<file path="config.mk">
export PLATFORM = sky130hd
export DESIGN_NAME = sat_audio_ctrl
export DESIGN_NICKNAME = d
export VERILOG_FILES = /design/src/rtl/sat_pkg.sv /design/src/rtl/sat_audio_ctrl.sv
export VERILOG_INCLUDE_DIRS = /design/src /design/src/rtl
export SDC_FILE = /design/constraint.sdc
export NUM_CORES = 1
export LEC_CHECK = 0
export BUFFER_PORTS_ARGS = -buffer_cell sky130_fd_sc_hd__buf_2
export CORE_ASPECT_RATIO = 0.6
export CORE_UTILIZATION = 35
export DETAILED_ROUTE_END_ITERATION = 12
export GPL_ROUTABILITY_DRIVEN = 0
export PLACE_DENSITY_LB_ADDON = 0.15
export SLEW_MARGIN = 40
export SYNTH_ARGS = -nofsm -noshare
export SYNTH_HDL_FRONTEND = slang
export SYNTH_SLANG_ARGS = --single-unit
</file>
<file path="constraint.sdc">
create_clock -name core_clk_in -period 5.3 [get_ports core_clk_in]
set_clock_uncertainty 0.1 [all_clocks]
set_input_delay 0.265 -clock core_clk_in [delete_from_list [all_inputs] [get_ports core_clk_in]]
set_output_delay 0.265 -clock core_clk_in [all_outputs]
set_load 0.02 [all_outputs]
</file>
<file path="src/rtl/sat_regs.svh">
`ifndef SAT_REGS_SVH
`define SAT_REGS_SVH

// register byte addresses
`define SAT_MODE_ADDR      8'h00
`define SAT_AUDIO_ADDR     8'h04
`define SAT_AGC_ADDR       8'h08
`define SAT_SCR_ADDR       8'h0c
`define SAT_TDEC_ADDR      8'h10
`define SAT_GAIN_ADDR      8'h14
`define SAT_STAT_ADDR      8'h18
`define SAT_TONE_ADDR      8'h1c

// mode control fields
`define SAT_MODE_TONE_EN   0
`define SAT_MODE_CODE_EN   1
`define SAT_MODE_TX_EN     2
`define SAT_MODE_CODE24    3
`define SAT_MODE_MOD_INV   4
`define SAT_MODE_COMP_EN   5
`define SAT_MODE_EXP_EN    6
`define SAT_MODE_SCR_EN    7
`define SAT_MODE_BURST     8
`define SAT_MODE_W         9

// audio control fields
`define SAT_AUD_SEL_MSB    7
`define SAT_AUD_PHASE      8

// agc setup entry fields
`define SAT_AGC_EN         0
`define SAT_AGC_SRC        1
`define SAT_AGC_RATE_LSB   4
`define SAT_AGC_RATE_MSB   7
`define SAT_AGC_THR_LSB    8
`define SAT_AGC_THR_MSB    15

// tone decoder setup entry fields
`define SAT_TDEC_BW_MSB    3
`define SAT_TDEC_THR_LSB   4
`define SAT_TDEC_THR_MSB   11

// status bits
`define SAT_STAT_TONE      11
`define SAT_TONE_PHASE     9

// reset values
`define SAT_SCR_RESET      16'h0ce4
`define SAT_GAIN_RESET     4'h0

// selection values
`define SAT_SEL_NONE       8'h00
`define SAT_SEL_DCS_LAST   8'h53
`define SAT_SEL_DCS_USER   8'h54
`define SAT_SEL_INV_FIRST  8'h65
`define SAT_SEL_INV_LAST   8'hb7
`define SAT_SEL_INV_USER   8'hb8
`define SAT_SEL_LEARN      8'hc8
`define SAT_SEL_TONE_FIRST 8'hc9
`define SAT_SEL_TONE_LAST  8'hfe
`define SAT_SEL_INVALID    8'hff
`define SAT_SEL_ALL_CALL   8'hf0

`endif

</file>
<file path="src/rtl/sat_pkg.sv">
package sat_pkg;
   // meaning of the tone/code selection field
   typedef enum logic [2:0] {
      SAT_SEL_OFF,
      SAT_SEL_CODE,
      SAT_SEL_CODE_INV,
      SAT_SEL_LEARN,
      SAT_SEL_TONE,
      SAT_SEL_BAD
   } sat_sel_type;

   // input gain control state
   typedef enum logic [1:0] {
      SAT_AGC_IDLE,
      SAT_AGC_TRACK
   } sat_agc_type;
endpackage : sat_pkg

</file>
<file path="src/rtl/sat_audio_ctrl.sv">
`timescale 1ns/1ns
`default_nettype none
`include "sat_regs.svh"
// How it works
// - input gain control runs only when its enable bit in agc setup is set
// - tx entry captures gain; above threshold gain steps down until in range or minimum
// - below threshold gain steps up at the set rate until captured gain returns
// - detector source bit picks gain stage output or pre-emphasis output
// - compressor follows average envelope; output changes half the input dB change
// - expander applies the inverse law on the average envelope
// - scrambler inversion frequency resets to 3300 Hz and is writable
// - selection is low byte of audio control; zero means no tone or code
// - 1-83 codes, 84 user code, 101-183 inverted, 184 inverted user
// - 200 learn mode, 201-254 tones, 255 invalid tone
// - learn mode reports whichever continuous tone is received
// - separate mode bits enable tone and code without touching selection
// - code path supports 23/24-bit, true/inverted, and 134 Hz turn-off burst
// - reverse burst by modulator inversion or audio control phase bit
// - valid tone detected sets main status bit 11
// - detector bandwidth/threshold from decoder setup; wanted tone from selection
// - phase shift of 90 degrees sets tone status bit 9 and main bit 11
// - tone status low byte zero means no tone detected
// - selection zero with tones enabled scans only for all-call tone 240
// - outside learn mode, a tone matching neither selection nor all-call reports 255
module sat_audio_ctrl #(
   parameter int unsigned SAMPLE_HZ = 8000, // audio sample rate
   parameter int unsigned ENV_SHIFT = 6,    // syllabic time constant as a shift
   parameter int unsigned NOM_MSB   = 12    // envelope msb left unchanged by companding
) (
   input  wire logic        core_clk_in,
   input  wire logic        rst_b_in,
   input  wire logic [7:0]  addr_in,
   input  wire logic [15:0] wdata_in,
   input  wire logic        wr_in,
   input  wire logic        rd_in,
   output logic      [15:0] rdata_out,
   input  wire logic        sample_valid_in,
   input  wire logic [15:0] gain_stage_in,
   input  wire logic [15:0] preemph_in,
   input  wire logic [15:0] rx_audio_in,
   output logic      [15:0] tx_audio_out,
   output logic      [15:0] rx_audio_out,
   output logic             audio_valid_out,
   output logic      [3:0]  input_gain_out,
   input  wire logic        tone_valid_in,
   input  wire logic [7:0]  tone_rx_in,
   input  wire logic        phase_shift_in,
   output logic      [3:0]  tone_bw_out,
   output logic      [7:0]  tone_thr_out,
   output logic      [7:0]  wanted_tone_out,
   output logic             tone_learn_out,
   output logic             code_en_out,
   output logic      [7:0]  code_sel_out,
   output logic             code_invert_out,
   output logic             code_24bit_out,
   output logic             code_burst_out,
   output logic             tone_phase_inv_out,
   output logic             modulator_output_one_inv_out,
   output logic             modulator_output_two_inv_out
);

   // most significant set bit of a magnitude
   function automatic logic [3:0] msb_pos(input logic [15:0] v);
      msb_pos = 4'h0;
      for (int i = 0; i < 16; i++) begin
         if (v[i]) begin
            msb_pos = 4'(i);
         end
      end
   endfunction : msb_pos

   // absolute value, clipped so the most negative sample stays positive
   function automatic logic [15:0] mag(input logic [15:0] s);
      mag = s[15] ? ((s == 16'h8000) ? 16'h7fff : 16'(-s)) : s;
   endfunction : mag

   // shift a sample left (positive) or right (negative) arithmetically
   function automatic logic [15:0] scale(input logic [15:0] s, input logic signed [5:0] sh);
      scale = (sh >= 0) ? 16'($signed(s) <<< sh) : 16'($signed(s) >>> (-sh));
   endfunction : scale

   // classify the selection field
   function automatic sat_pkg::sat_sel_type sel_class(input logic [7:0] v);
      if (v == `SAT_SEL_NONE)                                    sel_class = sat_pkg::SAT_SEL_OFF;
      else if (v <= `SAT_SEL_DCS_USER)                           sel_class = sat_pkg::SAT_SEL_CODE;
      else if (v >= `SAT_SEL_INV_FIRST && v <= `SAT_SEL_INV_USER) sel_class = sat_pkg::SAT_SEL_CODE_INV;
      else if (v == `SAT_SEL_LEARN)                              sel_class = sat_pkg::SAT_SEL_LEARN;
      else if (v >= `SAT_SEL_TONE_FIRST && v <= `SAT_SEL_TONE_LAST) sel_class = sat_pkg::SAT_SEL_TONE;
      else                                                       sel_class = sat_pkg::SAT_SEL_BAD;
   endfunction : sel_class

   logic [`SAT_MODE_W-1:0] mode_reg;
   logic [8:0]             audio_reg;
   logic [15:0]            agc_cfg_reg;
   logic [15:0]            scr_freq_reg;
   logic [11:0]            tdec_reg;
   logic [3:0]             gain_host_reg;
   logic [3:0]             gain_init_reg;
   logic [3:0]             gain_reg;
   logic [3:0]             rate_cnt_reg;
   logic                   tx_prev_reg;
   sat_pkg::sat_agc_type   agc_state_reg;
   logic [15:0]            env_tx_reg;
   logic [15:0]            env_rx_reg;
   logic [16:0]            scr_acc_reg;
   logic                   scr_sign_reg;
   logic [7:0]             tone_stat_reg;
   logic                   phase_flag_reg;
   logic                   rd_tone_reg;
   sat_pkg::sat_sel_type   sel_kind;
   logic [7:0]             sel;
   logic [15:0]            det_mag;
   logic                   over_thr;
   logic [15:0]            comp_s;
   logic [16:0]            scr_acc_next;
   logic [7:0]             tone_stat_next;
   logic [15:0]            rdata_next;
   logic [15:0]            mode_full;
   logic [15:0]            stat_word;

   assign sel      = audio_reg[`SAT_AUD_SEL_MSB:0];
   assign sel_kind = sel_class(sel);

   // software writes to the control registers
   always_ff @(posedge core_clk_in) begin
      if (!rst_b_in) begin
         mode_reg      <= '0;
         audio_reg     <= '0;
         agc_cfg_reg   <= '0;
         scr_freq_reg  <= `SAT_SCR_RESET;
         tdec_reg      <= '0;
         gain_host_reg <= `SAT_GAIN_RESET;
      end else if (wr_in) begin
         unique case (addr_in)
            `SAT_MODE_ADDR:  mode_reg      <= wdata_in[`SAT_MODE_W-1:0];
            `SAT_AUDIO_ADDR: audio_reg     <= wdata_in[8:0];
            `SAT_AGC_ADDR:   agc_cfg_reg   <= wdata_in;
            `SAT_SCR_ADDR:   scr_freq_reg  <= wdata_in;
            `SAT_TDEC_ADDR:  tdec_reg      <= wdata_in[11:0];
            `SAT_GAIN_ADDR:  gain_host_reg <= wdata_in[3:0];
            default: ;
         endcase
      end
   end

   // level detector source and threshold test
   assign det_mag  = mag(agc_cfg_reg[`SAT_AGC_SRC] ? preemph_in : gain_stage_in);
   assign over_thr = det_mag[14:7] > agc_cfg_reg[`SAT_AGC_THR_MSB:`SAT_AGC_THR_LSB];

   // input gain control: capture on tx entry, step down fast, step up at rate
   always_ff @(posedge core_clk_in) begin
      if (!rst_b_in) begin
         agc_state_reg <= sat_pkg::SAT_AGC_IDLE;
         gain_reg      <= '0;
         gain_init_reg <= '0;
         rate_cnt_reg  <= '0;
         tx_prev_reg   <= 1'b0;
      end else begin
         tx_prev_reg <= mode_reg[`SAT_MODE_TX_EN];
         unique case (agc_state_reg)
            sat_pkg::SAT_AGC_IDLE: begin
               gain_reg <= gain_host_reg;
               if (agc_cfg_reg[`SAT_AGC_EN] && mode_reg[`SAT_MODE_TX_EN] && !tx_prev_reg) begin
                  gain_init_reg <= gain_host_reg;
                  agc_state_reg <= sat_pkg::SAT_AGC_TRACK;
                  rate_cnt_reg  <= '0;
               end
            end
            sat_pkg::SAT_AGC_TRACK: begin
               if (!agc_cfg_reg[`SAT_AGC_EN] || !mode_reg[`SAT_MODE_TX_EN]) begin
                  agc_state_reg <= sat_pkg::SAT_AGC_IDLE;
               end else if (sample_valid_in) begin
                  if (over_thr) begin
                     rate_cnt_reg <= '0;
                     if (gain_reg != '0) begin
                        gain_reg <= gain_reg - 4'h1;
                     end
                  end else if (gain_reg != gain_init_reg) begin
                     if (rate_cnt_reg >= agc_cfg_reg[`SAT_AGC_RATE_MSB:`SAT_AGC_RATE_LSB]) begin
                        rate_cnt_reg <= '0;
                        gain_reg     <= gain_reg + 4'h1;
                     end else begin
                        rate_cnt_reg <= rate_cnt_reg + 4'h1;
                     end
                  end
               end
            end
         endcase
      end
   end

   assign input_gain_out = gain_reg;

   // syllabic envelope followers for compressor and expander
   always_ff @(posedge core_clk_in) begin
      if (!rst_b_in) begin
         env_tx_reg <= '0;
         env_rx_reg <= '0;
      end else if (sample_valid_in) begin
         env_tx_reg <= 16'($signed({1'b0, env_tx_reg})
                      + (($signed({1'b0, mag(gain_stage_in)}) - $signed({1'b0, env_tx_reg}))
                         >>> ENV_SHIFT));
         env_rx_reg <= 16'($signed({1'b0, env_rx_reg})
                      + (($signed({1'b0, mag(rx_audio_in)}) - $signed({1'b0, env_rx_reg}))
                         >>> ENV_SHIFT));
      end
   end

   // compressor halves, expander doubles the envelope's log change
   assign comp_s = mode_reg[`SAT_MODE_COMP_EN]
                   ? scale(gain_stage_in,
                           6'(($signed({2'b00, 4'(NOM_MSB)}) - $signed({2'b00, msb_pos(env_tx_reg)})) >>> 1))
                   : gain_stage_in;

   // square-carrier inversion with programmable frequency
   assign scr_acc_next = scr_acc_reg + {scr_freq_reg, 1'b0};

   always_ff @(posedge core_clk_in) begin
      if (!rst_b_in) begin
         scr_acc_reg  <= '0;
         scr_sign_reg <= 1'b0;
      end else if (sample_valid_in) begin
         if (scr_acc_next >= 17'(SAMPLE_HZ)) begin
            scr_acc_reg  <= scr_acc_next - 17'(SAMPLE_HZ);
            scr_sign_reg <= !scr_sign_reg;
         end else begin
            scr_acc_reg <= scr_acc_next;
         end
      end
   end

   // registered audio outputs
   always_ff @(posedge core_clk_in) begin
      if (!rst_b_in) begin
         tx_audio_out    <= '0;
         rx_audio_out    <= '0;
         audio_valid_out <= 1'b0;
      end else begin
         audio_valid_out <= sample_valid_in;
         if (sample_valid_in) begin
            tx_audio_out <= (mode_reg[`SAT_MODE_SCR_EN] && scr_sign_reg) ? 16'(-comp_s) : comp_s;
            rx_audio_out <= mode_reg[`SAT_MODE_EXP_EN]
                            ? scale(rx_audio_in,
                                    6'($signed({2'b00, msb_pos(env_rx_reg)}) - $signed({2'b00, 4'(NOM_MSB)})))
                            : rx_audio_in;
         end
      end
   end

   // tone status value from what the detector reports
   always_comb begin
      tone_stat_next = tone_stat_reg;
      if (!mode_reg[`SAT_MODE_TONE_EN]) begin
         tone_stat_next = `SAT_SEL_NONE;
      end else if (tone_valid_in) begin
         if (tone_rx_in == `SAT_SEL_NONE) begin
            tone_stat_next = `SAT_SEL_NONE;
         end else if (sel_kind == sat_pkg::SAT_SEL_LEARN) begin
            tone_stat_next = tone_rx_in;
         end else if (tone_rx_in == `SAT_SEL_ALL_CALL) begin
            tone_stat_next = tone_rx_in;
         end else if (tone_rx_in == sel && sel_kind == sat_pkg::SAT_SEL_TONE) begin
            tone_stat_next = tone_rx_in;
         end else begin
            tone_stat_next = `SAT_SEL_INVALID;
         end
      end
   end

   // tone status and phase flag; a new phase event wins over the read clear
   always_ff @(posedge core_clk_in) begin
      if (!rst_b_in) begin
         tone_stat_reg  <= '0;
         phase_flag_reg <= 1'b0;
         rd_tone_reg    <= 1'b0;
      end else begin
         tone_stat_reg <= tone_stat_next;
         rd_tone_reg   <= rd_in && addr_in == `SAT_TONE_ADDR;
         if (phase_shift_in && mode_reg[`SAT_MODE_TONE_EN]) begin
            phase_flag_reg <= 1'b1;
         end else if (rd_tone_reg) begin
            phase_flag_reg <= 1'b0;
         end
      end
   end

   // main status bit: valid own, all-call or learned tone, or phase event
   always_comb begin
      stat_word = '0;
      stat_word[`SAT_STAT_TONE] = phase_flag_reg
                                  || (tone_stat_reg != `SAT_SEL_NONE
                                      && tone_stat_reg != `SAT_SEL_INVALID);
   end

   assign mode_full = 16'(mode_reg);

   // register read mux, data stand in the cycle after the strobe
   always_comb begin
      rdata_next = '0;
      unique case (addr_in)
         `SAT_MODE_ADDR:  rdata_next = mode_full;
         `SAT_AUDIO_ADDR: rdata_next = 16'(audio_reg);
         `SAT_AGC_ADDR:   rdata_next = agc_cfg_reg;
         `SAT_SCR_ADDR:   rdata_next = scr_freq_reg;
         `SAT_TDEC_ADDR:  rdata_next = 16'(tdec_reg);
         `SAT_GAIN_ADDR:  rdata_next = 16'(gain_reg);
         `SAT_STAT_ADDR:  rdata_next = stat_word;
         `SAT_TONE_ADDR:  rdata_next = {6'h00, phase_flag_reg, 1'b0, tone_stat_reg};
         default:         rdata_next = '0;
      endcase
   end

   always_ff @(posedge core_clk_in) begin
      if (!rst_b_in) begin
         rdata_out <= '0;
      end else begin
         rdata_out <= rd_in ? rdata_next : '0;
      end
   end

   // detector and code generator steering
   assign tone_bw_out     = tdec_reg[`SAT_TDEC_BW_MSB:0];
   assign tone_thr_out    = tdec_reg[`SAT_TDEC_THR_MSB:`SAT_TDEC_THR_LSB];
   assign wanted_tone_out = (sel_kind == sat_pkg::SAT_SEL_OFF) ? `SAT_SEL_ALL_CALL : sel;
   assign tone_learn_out  = mode_reg[`SAT_MODE_TONE_EN] && sel_kind == sat_pkg::SAT_SEL_LEARN;
   assign code_en_out     = mode_reg[`SAT_MODE_CODE_EN]
                            && (sel_kind == sat_pkg::SAT_SEL_CODE
                                || sel_kind == sat_pkg::SAT_SEL_CODE_INV);
   assign code_sel_out    = (sel_kind == sat_pkg::SAT_SEL_CODE_INV)
                            ? 8'(sel - `SAT_SEL_INV_FIRST + 8'h01) : sel;
   assign code_invert_out = sel_kind == sat_pkg::SAT_SEL_CODE_INV;
   assign code_24bit_out  = mode_reg[`SAT_MODE_CODE24];
   assign code_burst_out  = mode_reg[`SAT_MODE_CODE_EN] && mode_reg[`SAT_MODE_BURST];
   assign tone_phase_inv_out           = audio_reg[`SAT_AUD_PHASE];
   assign modulator_output_one_inv_out = mode_reg[`SAT_MODE_MOD_INV];
   assign modulator_output_two_inv_out = mode_reg[`SAT_MODE_MOD_INV];

endmodule : sat_audio_ctrl
`default_nettype wire

</file>
# Word-level counts from Yosys, hierarchy flattened
# Cells that the tools add are included.
# totals
ff_bits	190
# op_classes
addsub	19
n_lt_le_gt_ge	10
eq_ne	27
n_shift	4
n_mux	76
n_reduce_logical	40
# ops
operator	n
4-bit 2-to-1 mux	42
16-bit 2-to-1 mux	10
16-bit case mux with 8 select lines	1
16-bit == test, second input constant	3
8-bit 2-to-1 mux	6
16-bit negator	3
16-bit by 16-bit subtractor with 17-bit output	2
16-bit by 11-bit adder with 16-bit output	2
8-bit by 5-bit == test with 1-bit output, second input constant	4
16-bit by 6-bit <<< shifter with 16-bit output	2
16-bit by 6-bit >>> shifter with 16-bit output	2
15-bit 2-to-1 mux	2
8-bit zero test	3
2-bit AND reduction	11
17-bit adder	1
17-bit by 13-bit greater-or-equal comparator with 1-bit output, second input constant	1
17-bit 2-to-1 mux	1
17-bit by 13-bit subtractor with 17-bit output, second input constant	1
8-bit by 4-bit == test with 1-bit output, second input constant	2
8-bit == test, second input constant	2
8-bit <= comparator, second input constant	2
4-bit case mux with 2 select lines	2
15-bit negator	1
1-bit logical AND	12
other kinds (38)	58

# Logic depth before layout (Yosys ltp)
# depth
depth_word	22
ltp_mapped	27
mapped_depth_nobuf	26

# Worst setup path after synthesis
# Ideal clock, no wire load.
# synth_path
path_kind	input to register
startpoint	input gain_stage_in[2]
endpoint	register env_tx_reg[15]
t_arrival_ns	5.311
slack_ns	-0.182
stages	21
path_cell_list	clkbuf_1 -> or4_1 -> or4_1 -> o31ai_1 -> xor2_1 -> nand2_1 -> ha_1 -> and3_1 -> a31o_2 -> o41a_1 -> a21oi_1 -> o21ai_0 -> xor2_1 -> ha_1 -> or3_1 -> a2111oi_0 -> o41ai_1 -> a31oi_1 -> xor2_1 -> or3_1 -> a21oi_1
# synth_via
elab_chain_len	5
elab_cells_between_ends	6
classes_between	3 x add/sub; 1 x eq/ne; 2 x mux
# synth_rtl
element	line_no	source
start: declaration	sat_audio_ctrl.sv:38	input wire logic [15:0] gain_stage_in,
16-bit negator or 16-bit == test (tied branches)	sat_audio_ctrl.sv:74	mag = s[15] ? ((s == 16'h8000) ? 16'h7fff : 16'(-s)) : s;
16-bit 2-to-1 mux	sat_audio_ctrl.sv:74	
16-bit 2-to-1 mux (*)	sat_audio_ctrl.sv:74	
16-bit by 16-bit subtractor with 17-bit output (*)	sat_audio_ctrl.sv:201	+ (($signed({1'b0, mag(gain_stage_in)}) - $signed({1'b0, env_tx_reg}))
16-bit by 11-bit adder with 16-bit output (*)	sat_audio_ctrl.sv:201	
end signal: assignment	sat_audio_ctrl.sv:200	env_tx_reg <= 16'($signed({1'b0, env_tx_reg})
end: declaration	sat_audio_ctrl.sv:103	logic [15:0] env_tx_reg;
# Every way passes the cells marked *; elsewhere a longest branch is shown, timed or not.
# A chain may end at the register's enable or synchronous reset.

# Worst setup path in the final report
# Same ends and word-level chain as after synthesis.

==> summary.txt <==
Most used cell, CP: or3_1
Vias in the first global route: 16930
Status: completed
Commonest cells after routing, fill and taps aside: 293 x nand2_1, 192 x nor2_1, 188 x dfxtp_1
Startpoint types: input pin
Design Area, Final: 0.01987 mm^2
Placed cell count: 3078
Via count: 18130
Ys async rst share: 0
Worst R2R Setup Slack: 0.28 ns
PortBufs: 175
Met2 Usage GRT: 0.3422
Crit Path Max Fanout: 4
Placed inst area: 0.01905 mm^2
Largest net degree at the start of global routing: 88
Synth Flop Type: dfxtp_1
Synth area leader: dfxtp_1
Reg2reg start: env_rx_reg[9]
Hold path depth: 3
Total CTS buffers: 17
Global Route Usage Sum: 0.2510
Fill cells: 4679
P_leak: 8.206 nW
Overall power: 13.62 mW
Clk_lat worst skew: 0.48 ns
VDD IR max: 0.5738 mV
TritonCTS clock tree: yes
FF+latch count, synth: 188
Die height: 170.6 um
Post-Layout Cell Count: 3128
Synthesized instance count: 2243
Setup CP Type: in2reg
Initial Util: 0.3565
Hold path start: wdata_in[1]
Crit share post-route: 0.9483
Area contributors post-synth: dfxtp_1 23%, ha_1 7.8%, nand2_1 6.7%
Largest stage delay on the critical path: 0.59 ns
Worst slack, placed: -0.2390 ns
Core area: 0.04648 mm^2
Pwr Density: 685.4 mW/mm^2
Endpoints failing hold: 0
Ys Warns: 0
CTS max path bufs: 2
Root buffer cell: clkbuf_16
Cell variety after synth: 98
Max Slew Vio Count: 0
Sequential fraction of the synthesis area: 0.2271
Setup ws final: 0.2743 ns
Reg area: 0.003764 mm^2
Die area: 0.04825 mm^2
Row cnt: 61
Drt via density: 5.795
Crit end category: flip-flop
TNS Setup: 0 ns
M1 GR Usage: 0.3673
Worst Setup SP: gain_stage_in[2]
Relative slew margins: 0.4545
Total grt overflow: 0
WHS: 0.04555 ns
Top cell type's share of synthesized area: 0.2271
Multi-input gate area: 0.01195 mm^2
Syn Area/Cell: 7.388 um^2
CP bufs+invs: 1
Antenna-violating nets left: 0
CP top delay family: simple AND/OR/NAND/NOR gates
DPL Wire Length: 48000 um
DRC Markers: 0
Finished Core Util: 0.4275
Synthesized Nets: 2437
Drt wl/cell: 19.83 um
Initial DRC count: 1739
Initial antenna violation count: 2
Most Used Layer, Global Route: met1
CTS HTree Levels: 4
Critical Path RT: 5.60 ns
FMAX: 0.1990 GHz
Nets: 2679
First-pass GRT wire length: 96050 um
Synth Cell Area: 0.01657 mm^2
R2r endpoint: rx_audio_out[8]
Reg2Reg Depth: 14
Crit path time final: 5.026 ns
Hold Crit Class: in2reg
CP arrival: 5.32 ns
Post-synth EDFFs: 0
DRT Pass-1 Iters: 6
Max-capacitance violation count: 0
Hold endpoint: scr_freq_reg[1]
Reg clk slew, reported paths: 0.08 ns
Die span in x: 282.9 um
Worst-path cell chain: buf_2 > or4_1 > or3_1 > or4_1 > nor3_2 > a21oi_1 > ha_1 > and3_1 > a31o_2 > o41a_1 > a21oi_2 > o21ai_0 > xor2_1 > ha_1 > or3_1 > a2111oi_4 > o41ai_1 > a31oi_1 > xor2_1 > or3_1 > a21oi_1
Final Routed Wirelength: 62020 um
Area Overhead vs Synth: 19.92%
Num ports: 176
Unrepaired setup endpoints after global routing: no
Final setup viols: 0
CP max-delay cell: or4_1
Worst-margin pin slew: 0.8183 ns
Layout cell share with drive strength beyond 1: 0.1870
Most common cell after layout, fill and taps aside: nand2_1
Met3 Usage GRT: 0.09160
Clock sink count: 188
## worst max path at each step
stage	endpoint	cells after the start
after floorplan	env_tx_reg[15]	21
after global placement	env_tx_reg[15]	21
after detailed placement	env_tx_reg[15]	21
after CTS	env_tx_reg[15]	21
after global routing	env_tx_reg[15]	21
final	env_tx_reg[15]	21
## per-layer routing
metal	share of wire	vias to the layer above	routed length, um
met5	0.00021	-	13
met4	0.014	2	843
met3	0.11	79	6779
met2	0.39	773	24010
met1	0.49	8597	30380
li1	-	8676	-
## synth_stat cells (8+ instances only)
library cell	count
buf_1	12
clkbuf_1	121
nand2b_1	25
xor2_1	46
nand2_1	294
nor2b_1	16
a211o_1	9
and3_1	27
nor2_1	194
o21ai_1	12
a311oi_1	12
a22oi_1	36
o211ai_1	22
o21a_1	17
or4_1	10
o21ai_0	104
a21oi_1	188
mux2i_1	82
inv_1	94
and2_1	22
a211oi_1	28
o21bai_1	16
nand4_1	22
a21o_1	24
o31ai_1	13
ha_1	103
or3_1	16
nor3_1	54
xnor2_1	69
a221o_1	10
dfxtp_1	188
o31a_1	8
mux2_2	15
nor4_1	15
nand3_1	75
a31oi_1	51
buf_2	9
## cell type report
class | count | share of cell area
tap | 630 | 0.03967
inverter | 102 | 0.01939
timing repair buffer | 371 | 0.1211
clock buffer | 18 | 0.02160
multi-input combinational | 1805 | 0.6013
antenna | 1 | 0.0001259
clock inverter | 13 | 0.007429
sequential | 188 | 0.1894
## report_power, final
part | internal [mW] | switching, mW
Clock | 0.666 | 0.668
Sequential | 1.56 | 0.177
Combinational | 4.19 | 6.36
## worst register-to-register path, stage by stage (launching register included)
cell	delay (ns)
dfxtp_1	0.41
nor4_1	0.53
o41a_1	0.24
nor3_1	0.04
buf_4	0.20
inv_1	0.09
ha_1	0.16
clkinv_1	0.37
a2111oi_4	0.66
xnor2_1	0.33
o32ai_1	0.36
o22ai_1	0.13
a221oi_1	0.71
a2111oi_0	0.27
a221o_1	0.30
## kinds of logic (layout without fill, tap and decap cells)
| kind of cell | Yosys count | in the layout | share of synthesized area |
|---|---|---|---|
| fa+ha+maj | 107 | 107 | 0.08260 |
| buf+inv | 250 | 504 | 0.05889 |
| xor+xnor | 116 | 116 | 0.06176 |
| simple gates | 807 | 807 | 0.2279 |
| mux | 103 | 103 | 0.06787 |
| compound gates | 672 | 672 | 0.2739 |
| other cells | 0 | 1 | 0 |
| flops | 188 | 188 | 0.2271 |
## what timing repair did
action | CTS | global route
resized for setup | 0 | 14
endpoints found under the setup margin | 0 | 17
hold buffers | 17 | 0
setup buffers | 0 | 0
endpoints found under the hold margin | 47 | 0
Power figures use the tool's default switching activity.
